[config.mk]
export PLATFORM = sky130hd
export DESIGN_NAME = motor_holding_brake_control
export DESIGN_NICKNAME = d
export VERILOG_FILES = /design/src/pkg/brake_pkg.sv /design/src/logic/motor_holding_brake_control.sv
export SDC_FILE = /design/constraint.sdc
export NUM_CORES = 1
export LEC_CHECK = 0
export BUFFER_PORTS_ARGS = -buffer_cell sky130_fd_sc_hd__buf_2
export CORE_MARGIN = 5
export CORE_UTILIZATION = 41
export CTS_BUF_LIST = sky130_fd_sc_hd__clkbuf_2 sky130_fd_sc_hd__clkbuf_4 sky130_fd_sc_hd__clkbuf_8
export DETAILED_ROUTE_END_ITERATION = 10
export PLACE_DENSITY = 0.62
export SYNTH_ARGS = -nofsm -noshare
export SYNTH_HDL_FRONTEND = slang
export SYNTH_SLANG_ARGS = --single-unit
[constraint.sdc]
create_clock -name ref_clk -period 2.17 [get_ports ref_clk]
set_input_delay 0.217 -clock ref_clk [delete_from_list [all_inputs] [get_ports ref_clk]]
set_output_delay 0.217 -clock ref_clk [all_outputs]
set_load 0.1 [all_outputs]
[src/pkg/brake_pkg.sv]
package brake_pkg;
    // register byte offsets
    localparam logic [7:0] OFS_CONFIG = 8'h00;
    localparam logic [7:0] OFS_OPEN_DELAY = 8'h04;
    localparam logic [7:0] OFS_CLOSE_DELAY = 8'h08;
    localparam logic [7:0] OFS_DOUT1_ASSIGN = 8'h0C;
    localparam logic [7:0] OFS_DOUT2_ASSIGN = 8'h10;
    localparam logic [7:0] OFS_ZERO_SPEED = 8'h14;
    localparam logic [7:0] OFS_PULSE_INHIBIT = 8'h18;
    localparam logic [7:0] OFS_STATUS = 8'h1C;

    // brake configuration codes
    localparam logic [1:0] CFG_NONE = 2'h0;
    localparam logic [1:0] CFG_SEQ = 2'h1;
    localparam logic [1:0] CFG_OPEN = 2'h2;
    localparam logic [1:0] CFG_RST = CFG_NONE;

    // delays in ms
    localparam int DLY_W = 14;
    localparam logic [DLY_W-1:0] DLY_MAX = 14'h2710;
    localparam logic [DLY_W-1:0] OPEN_DLY_RST = 14'h0064;
    localparam logic [DLY_W-1:0] CLOSE_DLY_RST = 14'h0064;
    localparam logic [DLY_W-1:0] ZERO_SPEED_RST = 14'h0FA0;
    localparam logic [DLY_W-1:0] PULSE_INH_RST = 14'h0064;

    // output routing selections
    localparam int SEL_W = 4;
    localparam int NUM_SEL = 15;
    localparam int NUM_DOUT = 2;
    localparam logic [SEL_W-1:0] SEL_MIN = 4'h1;
    localparam logic [SEL_W-1:0] SEL_MAX = 4'hE;
    localparam logic [SEL_W-1:0] SEL_BRAKE = 4'h8;
    localparam logic [SEL_W-1:0] DOUT1_RST = 4'h2;
    localparam logic [SEL_W-1:0] DOUT2_RST = 4'h9;

    // status register bit positions
    localparam int STAT_STATE_LSB = 0;
    localparam int STAT_BRAKE_BIT = 8;
    localparam int STAT_POWER_BIT = 9;

    // millisecond tick timing
    localparam int MS_NS = 1000000;
    localparam int CLK_NS = 25;
    localparam int MS_CYCLES = MS_NS / CLK_NS;

    typedef enum logic [4:0] {
        ST_HELD = 5'b00001,
        ST_OPENING = 5'b00010,
        ST_RUN = 5'b00100,
        ST_STOPWAIT = 5'b01000,
        ST_CLOSING = 5'b10000
    } brake_state_e;
endpackage : brake_pkg

[src/logic/motor_holding_brake_control.sv]
// Notes on behaviour
// - output high engages brake, low releases
// - supply 0 V engaged, 24 V released
// - brake engages as motor power drops
// - config 0..2: none, sequenced, always open
// - sequenced: open on switch-on rise, close at servo-off
// - opening delay 0..10000 ms before release
// - closing delay 0..10000 ms before engage
// - brake routable to either output, selections 1..14
// - closing starts after shorter of two watch times
//
// Implementation choices: the register offsets and the APB interface to the registers.
`timescale 1ns/1ps
module motor_holding_brake_control import brake_pkg::*; #(
    parameter int MS_TICK_CYCLES = MS_CYCLES
) (
    input wire logic ref_clk,
    input wire logic sys_rst,
    input wire logic [7:0] paddr,
    input wire logic psel,
    input wire logic penable,
    input wire logic pwrite,
    input wire logic [31:0] pwdata,
    output logic [31:0] prdata,
    output logic pready,
    output logic pslverr,
    input wire logic controlWordSwitchOnBit,
    input wire logic [NUM_SEL-1:0] doutFunc,
    output logic brakeHoldOutput,
    output logic brakeSupply24v,
    output logic motorPowerOn,
    output logic [NUM_DOUT-1:0] digitalOut
);
    localparam int MS_W = $clog2(MS_TICK_CYCLES + 1);
    localparam logic [MS_W-1:0] MS_RELOAD = MS_W'(MS_TICK_CYCLES - 1);

    logic [1:0] cfgSel_ff, nxt_cfgSel;
    logic [DLY_W-1:0] openDelay_ff, nxt_openDelay, closeDelay_ff, nxt_closeDelay;
    logic [DLY_W-1:0] zeroSpeed_ff, nxt_zeroSpeed, pulseInh_ff, nxt_pulseInh;
    logic [SEL_W-1:0] doutSel_ff [NUM_DOUT];
    logic [SEL_W-1:0] nxt_doutSel [NUM_DOUT];
    logic [31:0] prdata_ff, nxt_prdata;
    logic pready_ff, nxt_pready, pslverr_ff, nxt_pslverr;
    logic [31:0] wdat;
    logic wrEn;
    logic [DLY_W-1:0] wDly;
    logic [SEL_W-1:0] wSel;
    // declared here because the status read below reports the state
    brake_state_e state_ff, nxt_state;

    // apb slave: one wait state so every bus output is a flop
    always_comb begin
        nxt_cfgSel = cfgSel_ff;
        nxt_openDelay = openDelay_ff;
        nxt_closeDelay = closeDelay_ff;
        nxt_zeroSpeed = zeroSpeed_ff;
        nxt_pulseInh = pulseInh_ff;
        nxt_doutSel = doutSel_ff;
        wdat = pwdata;
        wDly = wdat[DLY_W-1:0];
        wSel = wdat[SEL_W-1:0];
        wrEn = psel && penable && pready_ff && pwrite;
        nxt_pready = psel && penable && !pready_ff;
        nxt_pslverr = 1'b0;
        nxt_prdata = 32'h0000_0000;
        if (nxt_pready) begin
            unique case (paddr)
                OFS_CONFIG: nxt_prdata = {30'h0, cfgSel_ff};
                OFS_OPEN_DELAY: nxt_prdata = {18'h0, openDelay_ff};
                OFS_CLOSE_DELAY: nxt_prdata = {18'h0, closeDelay_ff};
                OFS_DOUT1_ASSIGN: nxt_prdata = {28'h0, doutSel_ff[0]};
                OFS_DOUT2_ASSIGN: nxt_prdata = {28'h0, doutSel_ff[1]};
                OFS_ZERO_SPEED: nxt_prdata = {18'h0, zeroSpeed_ff};
                OFS_PULSE_INHIBIT: nxt_prdata = {18'h0, pulseInh_ff};
                OFS_STATUS: nxt_prdata = {22'h0, motorPowerOn, brakeHoldOutput, 3'h0, state_ff};
                default: nxt_pslverr = 1'b1;
            endcase
        end
        // out-of-range values are dropped, the old setting stays
        if (wrEn && !pslverr_ff) begin
            unique case (paddr)
                OFS_CONFIG: if (wdat[31:2] == 30'h0 && wdat[1:0] <= CFG_OPEN) nxt_cfgSel = wdat[1:0];
                OFS_OPEN_DELAY: if (wdat <= 32'(DLY_MAX)) nxt_openDelay = wDly;
                OFS_CLOSE_DELAY: if (wdat <= 32'(DLY_MAX)) nxt_closeDelay = wDly;
                OFS_DOUT1_ASSIGN: if (wdat >= 32'(SEL_MIN) && wdat <= 32'(SEL_MAX)) nxt_doutSel[0] = wSel;
                OFS_DOUT2_ASSIGN: if (wdat >= 32'(SEL_MIN) && wdat <= 32'(SEL_MAX)) nxt_doutSel[1] = wSel;
                OFS_ZERO_SPEED: if (wdat <= 32'(DLY_MAX)) nxt_zeroSpeed = wDly;
                OFS_PULSE_INHIBIT: if (wdat <= 32'(DLY_MAX)) nxt_pulseInh = wDly;
                default: ;
            endcase
        end
    end

    // register file and bus answer
    always_ff @(posedge ref_clk) begin
        if (sys_rst) begin
            cfgSel_ff <= CFG_RST;
            openDelay_ff <= OPEN_DLY_RST;
            closeDelay_ff <= CLOSE_DLY_RST;
            zeroSpeed_ff <= ZERO_SPEED_RST;
            pulseInh_ff <= PULSE_INH_RST;
            doutSel_ff[0] <= DOUT1_RST;
            doutSel_ff[1] <= DOUT2_RST;
            prdata_ff <= 32'h0000_0000;
            pready_ff <= 1'b0;
            pslverr_ff <= 1'b0;
        end else begin
            cfgSel_ff <= nxt_cfgSel;
            openDelay_ff <= nxt_openDelay;
            closeDelay_ff <= nxt_closeDelay;
            zeroSpeed_ff <= nxt_zeroSpeed;
            pulseInh_ff <= nxt_pulseInh;
            doutSel_ff <= nxt_doutSel;
            prdata_ff <= nxt_prdata;
            pready_ff <= nxt_pready;
            pslverr_ff <= nxt_pslverr;
        end
    end

    assign prdata = prdata_ff;
    assign pready = pready_ff;
    assign pslverr = pslverr_ff;

    logic [DLY_W-1:0] delay_ff, nxt_delay, minWatch;
    logic [MS_W-1:0] msCnt_ff, nxt_msCnt;
    logic swPrev_ff, engaged_ff, nxt_engaged, power_ff, nxt_power;
    logic brakeOut_ff, nxt_brakeOut;
    logic [NUM_DOUT-1:0] dout_ff, nxt_dout;
    logic swRise, expired;

    // sequencer; delay of zero passes on the next edge
    always_comb begin
        nxt_state = state_ff;
        nxt_delay = delay_ff;
        nxt_msCnt = msCnt_ff;
        nxt_engaged = engaged_ff;
        nxt_power = power_ff;
        swRise = controlWordSwitchOnBit && !swPrev_ff;
        expired = (delay_ff == '0);
        minWatch = (zeroSpeed_ff < pulseInh_ff) ? zeroSpeed_ff : pulseInh_ff;
        // ms prescaler only advances while a delay is running
        if (!expired) begin
            if (msCnt_ff == '0) begin
                nxt_msCnt = MS_RELOAD;
                nxt_delay = delay_ff - 1'b1;
            end else begin
                nxt_msCnt = msCnt_ff - 1'b1;
            end
        end
        unique case (state_ff)
            ST_HELD: begin
                if (swRise) begin
                    nxt_state = ST_OPENING;
                    nxt_power = 1'b1;
                    nxt_delay = openDelay_ff;
                    nxt_msCnt = MS_RELOAD;
                end
            end
            ST_OPENING: begin
                if (!controlWordSwitchOnBit) begin
                    nxt_state = ST_STOPWAIT;
                    nxt_delay = minWatch;
                    nxt_msCnt = MS_RELOAD;
                end else if (expired) begin
                    nxt_state = ST_RUN;
                    nxt_engaged = 1'b0;
                end
            end
            ST_RUN: begin
                if (!controlWordSwitchOnBit) begin
                    nxt_state = ST_STOPWAIT;
                    nxt_delay = minWatch;
                    nxt_msCnt = MS_RELOAD;
                end
            end
            ST_STOPWAIT: begin
                if (expired) begin
                    nxt_state = ST_CLOSING;
                    nxt_delay = closeDelay_ff;
                    nxt_msCnt = MS_RELOAD;
                end
            end
            ST_CLOSING: begin
                // power drop and engage share one edge
                if (expired) begin
                    nxt_state = ST_HELD;
                    nxt_engaged = 1'b1;
                    nxt_power = 1'b0;
                end
            end
        endcase
        // only a sequenced brake ever gets engaged; else pin stays released
        nxt_brakeOut = (cfgSel_ff == CFG_SEQ) ? nxt_engaged : 1'b0;
    end

    // output routing: selection picks its function, brake code picks brake
    for (genvar d = 0; d < NUM_DOUT; d++) begin : g_dout
        assign nxt_dout[d] = (doutSel_ff[d] == SEL_BRAKE) ? nxt_brakeOut : doutFunc[doutSel_ff[d]];
    end

    // sequencer and pin registers
    always_ff @(posedge ref_clk) begin
        if (sys_rst) begin
            state_ff <= ST_HELD;
            delay_ff <= '0;
            msCnt_ff <= '0;
            swPrev_ff <= 1'b1;
            engaged_ff <= 1'b1;
            power_ff <= 1'b0;
            brakeOut_ff <= 1'b0;
            dout_ff <= '0;
        end else begin
            state_ff <= nxt_state;
            delay_ff <= nxt_delay;
            msCnt_ff <= nxt_msCnt;
            swPrev_ff <= controlWordSwitchOnBit;
            engaged_ff <= nxt_engaged;
            power_ff <= nxt_power;
            brakeOut_ff <= nxt_brakeOut;
            dout_ff <= nxt_dout;
        end
    end

    logic supply_ff;
    always_ff @(posedge ref_clk) begin
        if (sys_rst) supply_ff <= 1'b1;
        else supply_ff <= !nxt_brakeOut;
    end

    assign brakeHoldOutput = brakeOut_ff;
    assign brakeSupply24v = supply_ff;
    assign motorPowerOn = power_ff;
    assign digitalOut = dout_ff;
endmodule : motor_holding_brake_control

## Word-level counts from Yosys, hierarchy flattened

Cells that the tools add are included.

| word-level totals | value |
|---|---|
| bits in registers | 142 |
| input port bits | 61 |
| output and inout bits | 39 |

| cells by class | value |
|---|---|
| $add $sub $neg | 2 |
| $lt $le $gt $ge | 7 |
| equal/unequal tests | 20 |
| mux-type cells | 36 |
| bitwise logic cells | 1 |
| reduce and logical (&&, ||, !) cells | 29 |

Operators by type and width:

| kind | number |
|---|---|
| 14-bit case mux with 8 select lines | 1 |
| 14-bit 2-to-1 mux | 6 |
| 16-bit 2-to-1 mux | 5 |
| 16-bit case mux with 3 select lines | 1 |
| 14-bit case mux with 3 select lines | 1 |
| 8-bit by 5-bit == test with 1-bit output (second input constant) | 4 |
| 32-bit by 1-bit greater-or-equal comparator with 1-bit output (second input constant) | 1 |
| 32-bit by 14-bit <= comparator with 1-bit output (second input constant) | 1 |
| 32-bit by 4-bit <= comparator with 1-bit output (second input constant) | 1 |
| 30-bit logical NOT | 1 |
| 5-bit 2-to-1 mux | 6 |
| 5-bit case mux with 5 select lines | 1 |
| 3-bit AND reduction | 8 |
| 8-bit by 4-bit == test with 1-bit output (second input constant) | 2 |
| 16-bit logical NOT | 1 |
| 16-bit by 1-bit subtractor with 16-bit output (second input constant) | 1 |
| 14-bit logical NOT | 1 |
| 14-bit < comparator | 1 |
| 14-bit by 1-bit subtractor with 14-bit output (second input constant) | 1 |
| 1-bit 2-to-1 mux | 11 |
| 4-bit by 5-bit < comparator with 1-bit output (second input constant) | 2 |
| 1-bit binary-select mux with 4-bit select | 2 |
| 4-bit == test (second input constant) | 2 |
| 8-bit by 3-bit == test with 1-bit output (second input constant) | 1 |
| other kinds (18) | 33 |

## Depth between registers and ports, before layout

| depth | value |
|---|---|
| word-level depth | 6 |
| depth in mapped cells | 10 |

## Worst setup path after synthesis

No wires, ideal clock.

| timing | value |
|---|---|
| path kind | reg-to-reg |
| start | register pslverr_ff, in the netlist pslverr |
| end | register doutSel_ff[0] in the netlist's numbering |
| library setup time | 0.122 ns |
| arrival | 2.564 ns |
| data required time | 2.048 ns |
| slack | -0.517 ns |
| cell stages (with the launch flop) | 7 |
| buffers on the path | 0 |
| cells stage by stage | dfxtp_1 -> or4_1 -> or4b_4 -> nor4_4 -> nand2_1 -> nand2_1 -> nand3b_1 |

| on the way | value |
|---|---|
| word-level cells in the longest chain between the ends | 3 |

Ends and longest elaborated chain:

| item | line | source |
|---|---|---|
| start: declaration | motor_holding_brake_control.sv:43 | `logic pready_ff, nxt_pready, pslverr_ff, nxt_pslverr;` |
| start signal: assignment | motor_holding_brake_control.sv:116 | `pslverr_ff <= nxt_pslverr;` |
| 1-bit logical NOT | motor_holding_brake_control.sv:80 | `if (wrEn && !pslverr_ff) begin` |
| 1-bit logical AND | motor_holding_brake_control.sv:80 |  |
| 3-bit AND reduction (no source line) | -- |  |
| end signal: assignment | motor_holding_brake_control.sv:113 | `doutSel_ff <= nxt_doutSel;` |
| end: declaration | motor_holding_brake_control.sv:40 | `logic [SEL_W-1:0] doutSel_ff [NUM_DOUT];` |

Every way passes these cells.
A chain may end at the register's enable or synchronous reset.

## Final worst setup path

| timing | value |
|---|---|
| start | register delay_ff[7] |
| end | register delay_ff[2] |

| on the way | value |
|---|---|
| word-level cells in the longest chain between the ends | 4 |
| elaborated cells between the ends (all ways) | 6 |

Ends and longest elaborated chain:

| item | line | source |
|---|---|---|
| start: declaration | motor_holding_brake_control.sv:124 | `logic [DLY_W-1:0] delay_ff, nxt_delay, minWatch;` |
| start signal: assignment | motor_holding_brake_control.sv:214 | `delay_ff <= nxt_delay;` |
| 14-bit logical NOT * | motor_holding_brake_control.sv:139 | `expired = (delay_ff == '0);` |
| 14-bit 2-to-1 mux | motor_holding_brake_control.sv:142 | `if (!expired) begin` |
| 14-bit 2-to-1 mux (on tied branches) | -- |  |
| 14-bit case mux with 3 select lines * | motor_holding_brake_control.sv:150 | `unique case (state_ff)` |

Mark *: on every way between the ends. The rest lies on a longest branch, timed or not.

==> results.sh <==
export IMPL_ir_drop_v=0.000994
export IMPL_clkLatencyLatePin_ps=450
export IMPL_tritoncts="yes"
export IMPL_numPortBuffers=80
export IMPL_grt_pass1_wl_um=32300
export IMPL_muxShareOfSynthArea_pct=11.2
export IMPL_synth_seq_cells=124
export IMPL_layout_drive_gt1_share_pct=32.8
export IMPL_die_h_um=138
export IMPL_ys_top_cells_by_count="124 x dfxtp_1, 92 x nor2_1, 64 x mux2i_1, 58 x a21oi_1, 47 x nand2_1"
export IMPL_path_class="flop to flop"
export IMPL_syn_area_um2=6720
export IMPL_status="finished, violations left"
export IMPL_violations="setup timing"
export IMPL_avgViaCountPerCell=5.47
export IMPL_syn_inst=782
export IMPL_ys_async_sr_fraction_pct=0
export IMPL_ff_latch_area_um2=2490
export IMPL_fin_ws_ps=-108
export IMPL_yosys_area_share_simple_pct=21.9
export IMPL_hold_path_class="input pin to flop"
export IMPL_ys_seq_area_share_pct=36.9
export IMPL_p_per_area_nw_per_um2=1120
export IMPL_max_stage_delay_ps=530
export IMPL_synth_xor_area_share_pct=3.00
export IMPL_drc=0
export IMPL_worst_pin_slew_ps=684
export IMPL_syn_area_per_cell_um2=8.59
export IMPL_drv_cap=0
export IMPL_die_w_um=138
export IMPL_fin_skew_ps=12.7
export IMPL_end_kind="flop"
export IMPL_grtUsageTotal_pct=20.6
export IMPL_synth_edf_count=0
export IMPL_io_pins=100
export IMPL_drt_total_wl_um=20500
export IMPL_synth_most_common_cell="dfxtp_1"
export IMPL_drt_first_pass_iters=5
export IMPL_gr_total_overflow=0
export IMPL_synth_yosys_warnings=0
export IMPL_crit_family="simple AND/OR/NAND/NOR gates"
export IMPL_rows=46
export IMPL_via_count=6399
export IMPL_cts_sinks=124
export IMPL_gp_congestion=0.869
export IMPL_fin_total_pwr_mw=10.0
export IMPL_layout_min_cycle_time_ps=2280
export IMPL_p_leak_nw=3.92
export IMPL_yosysTopAreaCell="dfxtp_1"
export IMPL_drt_iter0_markers=520
export IMPL_grt_max_degree=87
export IMPL_start_util_pct=42.0
export IMPL_period_share_pct=105
export IMPL_cts_buffers=17
export IMPL_yosysUniqueCellTypes=63
export IMPL_finalNonFillerCells=1170
export IMPL_crit_arrival_ps=2600
export IMPL_route_antenna_remaining_nets=0
export IMPL_path_common_cell="or4_4"
export IMPL_hold_buffers=0
export IMPL_ys_flop_type="dfxtp_1"
export IMPL_final_setup_viol_count=44
export IMPL_relSlewSlack_pct=54.3
export IMPL_max_freq_mhz=439
export IMPL_htreeDepth=4
export IMPL_cp_max_fo=7
export IMPL_synth_top_family_by_area="simple AND/OR/NAND/NOR gates"
export IMPL_place_ws_ps=-164
export IMPL_wire_per_inst_um=17.5
export IMPL_synth_top_area_share_pct=36.9
export IMPL_placed_cells=1130
export IMPL_crit_slowest_cell="or4_4"
export IMPL_grt_pass1_vias=6103
export IMPL_synth_compound_area_share_pct=17.2
export IMPL_cts_root_buf="clkbuf_8"
export IMPL_final_hold_violation_count=0
export IMPL_yosys_area_share_adder_pct=2.98
export IMPL_worstPathCellList="or4_4 -> or4_4 -> o211ai_4 -> buf_6 -> nor3_1 -> o21ai_1 -> o211ai_1"
export IMPL_synthTopCellsByArea="dfxtp_1 37%, mux2i_1 9.5%, nor2_1 5.1%, a21oi_1 4.3%, nor3_1 3.1%"
export IMPL_area_growth_pct=33.0
export IMPL_fillerInstances=1507
export IMPL_antenna_found_initial=1
export IMPL_fin_nets=1018
export IMPL_coreArea_um2=16000
export IMPL_worstPathRequired_ps=2490
export IMPL_clkTransAtPathRegs_ps=80
export IMPL_cts_buffer_depth=2
export IMPL_cp_start_kind="flop"
export IMPL_grt_setup_unrepaired="true"
export IMPL_dp_final_hpwl_um=14300
export IMPL_antenna_cells=0
export IMPL_path_buf_inv=1
export IMPL_final_max_slew_violation_count=0
export IMPL_die_area_um2=19100
export IMPL_multi_input_area_um2=4230
==> sequential cells by signal, summed over array words and instances (netlist names), 2 cells and up <==
signal and cells:
msCnt_ff 16, prdata 14, delay_ff 14, closeDelay_ff 14, openDelay_ff 14, doutSel_ff 8, state_ff 5, pulseInh_ff 14
cfgSel_ff 2, digitalOut 2, zeroSpeed_ff 14
==> where the power goes <==
| group | total [mW] | internal, mW | switching [mW] |
|---|---|---|---|
| clock | 2.19 | 1.16 | 1.04 |
| sequential | 2.68 | 2.50 | 0.183 |
| combinational | 5.13 | 2.50 | 2.63 |
| total | 10.0 | 6.16 | 3.85 |
==> routing by layer <==
layer  GRT usage (%)  routed length, um  share of wire [%]
met1            27.7               9170                 45
met2            32.9               9640                 47
met3            5.79               1350                6.6
met4            5.30                300                1.5
met5               0                 13              0.063
==> logic make-up (layout without fill, tap and decap cells) <==
family          after synthesis  after routing
xor+xnor                     23             23
buf+inv                      91            246
mux                          70             70
simple gates                284            284
flops                       124            124
other cells                   1             18
fa+ha+maj                    16             16
compound gates              173            173
==> cell type report <==
cell class,count,area share [%]
clock inverters,15,2.13
well taps,216,3.02
repair buffers,195,16.3
flip-flops and latches,124,27.9
multi-input cells,584,47.3
inverters,19,0.798
clock buffers,17,2.62
==> what timing repair did <==
action                                  in CTS  in global routing
endpoints found under the setup margin      68                 82
setup buffers                                0                  7
gates resized for setup                     27                 58
cloned                                       0                  1
pin swaps                                   14                 31
==> worst register-to-register path, stage by stage (launching register included) <==
cell	delay, ps
dfxtp_2	320
or4_4	530
or4_4	520
o211ai_4	290
buf_6	190
nor3_1	50
o21ai_1	150
o211ai_1	110
==> stage by stage <==
stage               area (um2)  TNS (ps)  utilization, %  hold slack (ps)
floorplan                 6890     -4780               -              305
global placement          8060     -7530            50.4              437
detailed placement        8060     -8390            50.4              440
CTS                       8580     -1780            53.6             18.5
global route              8940     -9080            55.8             24.1
finish                    8940     -1570            55.8             35.5
==> worst paths after layout <==
path,startpoint,to,slack [ps],depth (start not counted)
worst max register to register,delay_ff[7],delay_ff[2],-110,7
worst min-delay path,penable,pready,40,3
worst max-delay path,delay_ff[7],delay_ff[2],-110,7
worst min register to register,pready,pready,460,1
==> layout by cell type, fill, tap and decap left out, types with 10 or more instances in the layout <==
master	count
buf_4	94
ha_1	16
nand2_1	44
nand3_1	17
dfxtp_1	119
inv_1	19
a21oi_1	53
nor3_2	21
nor2_1	90
buf_12	10
clkbuf_8	17
o21ai_1	11
buf_2	79
a22oi_1	27
mux2i_1	59
a22o_1	12
nor3_1	19
buf_6	10
conb_1	18
xnor2_1	17
Power figures use the tool's default switching activity.
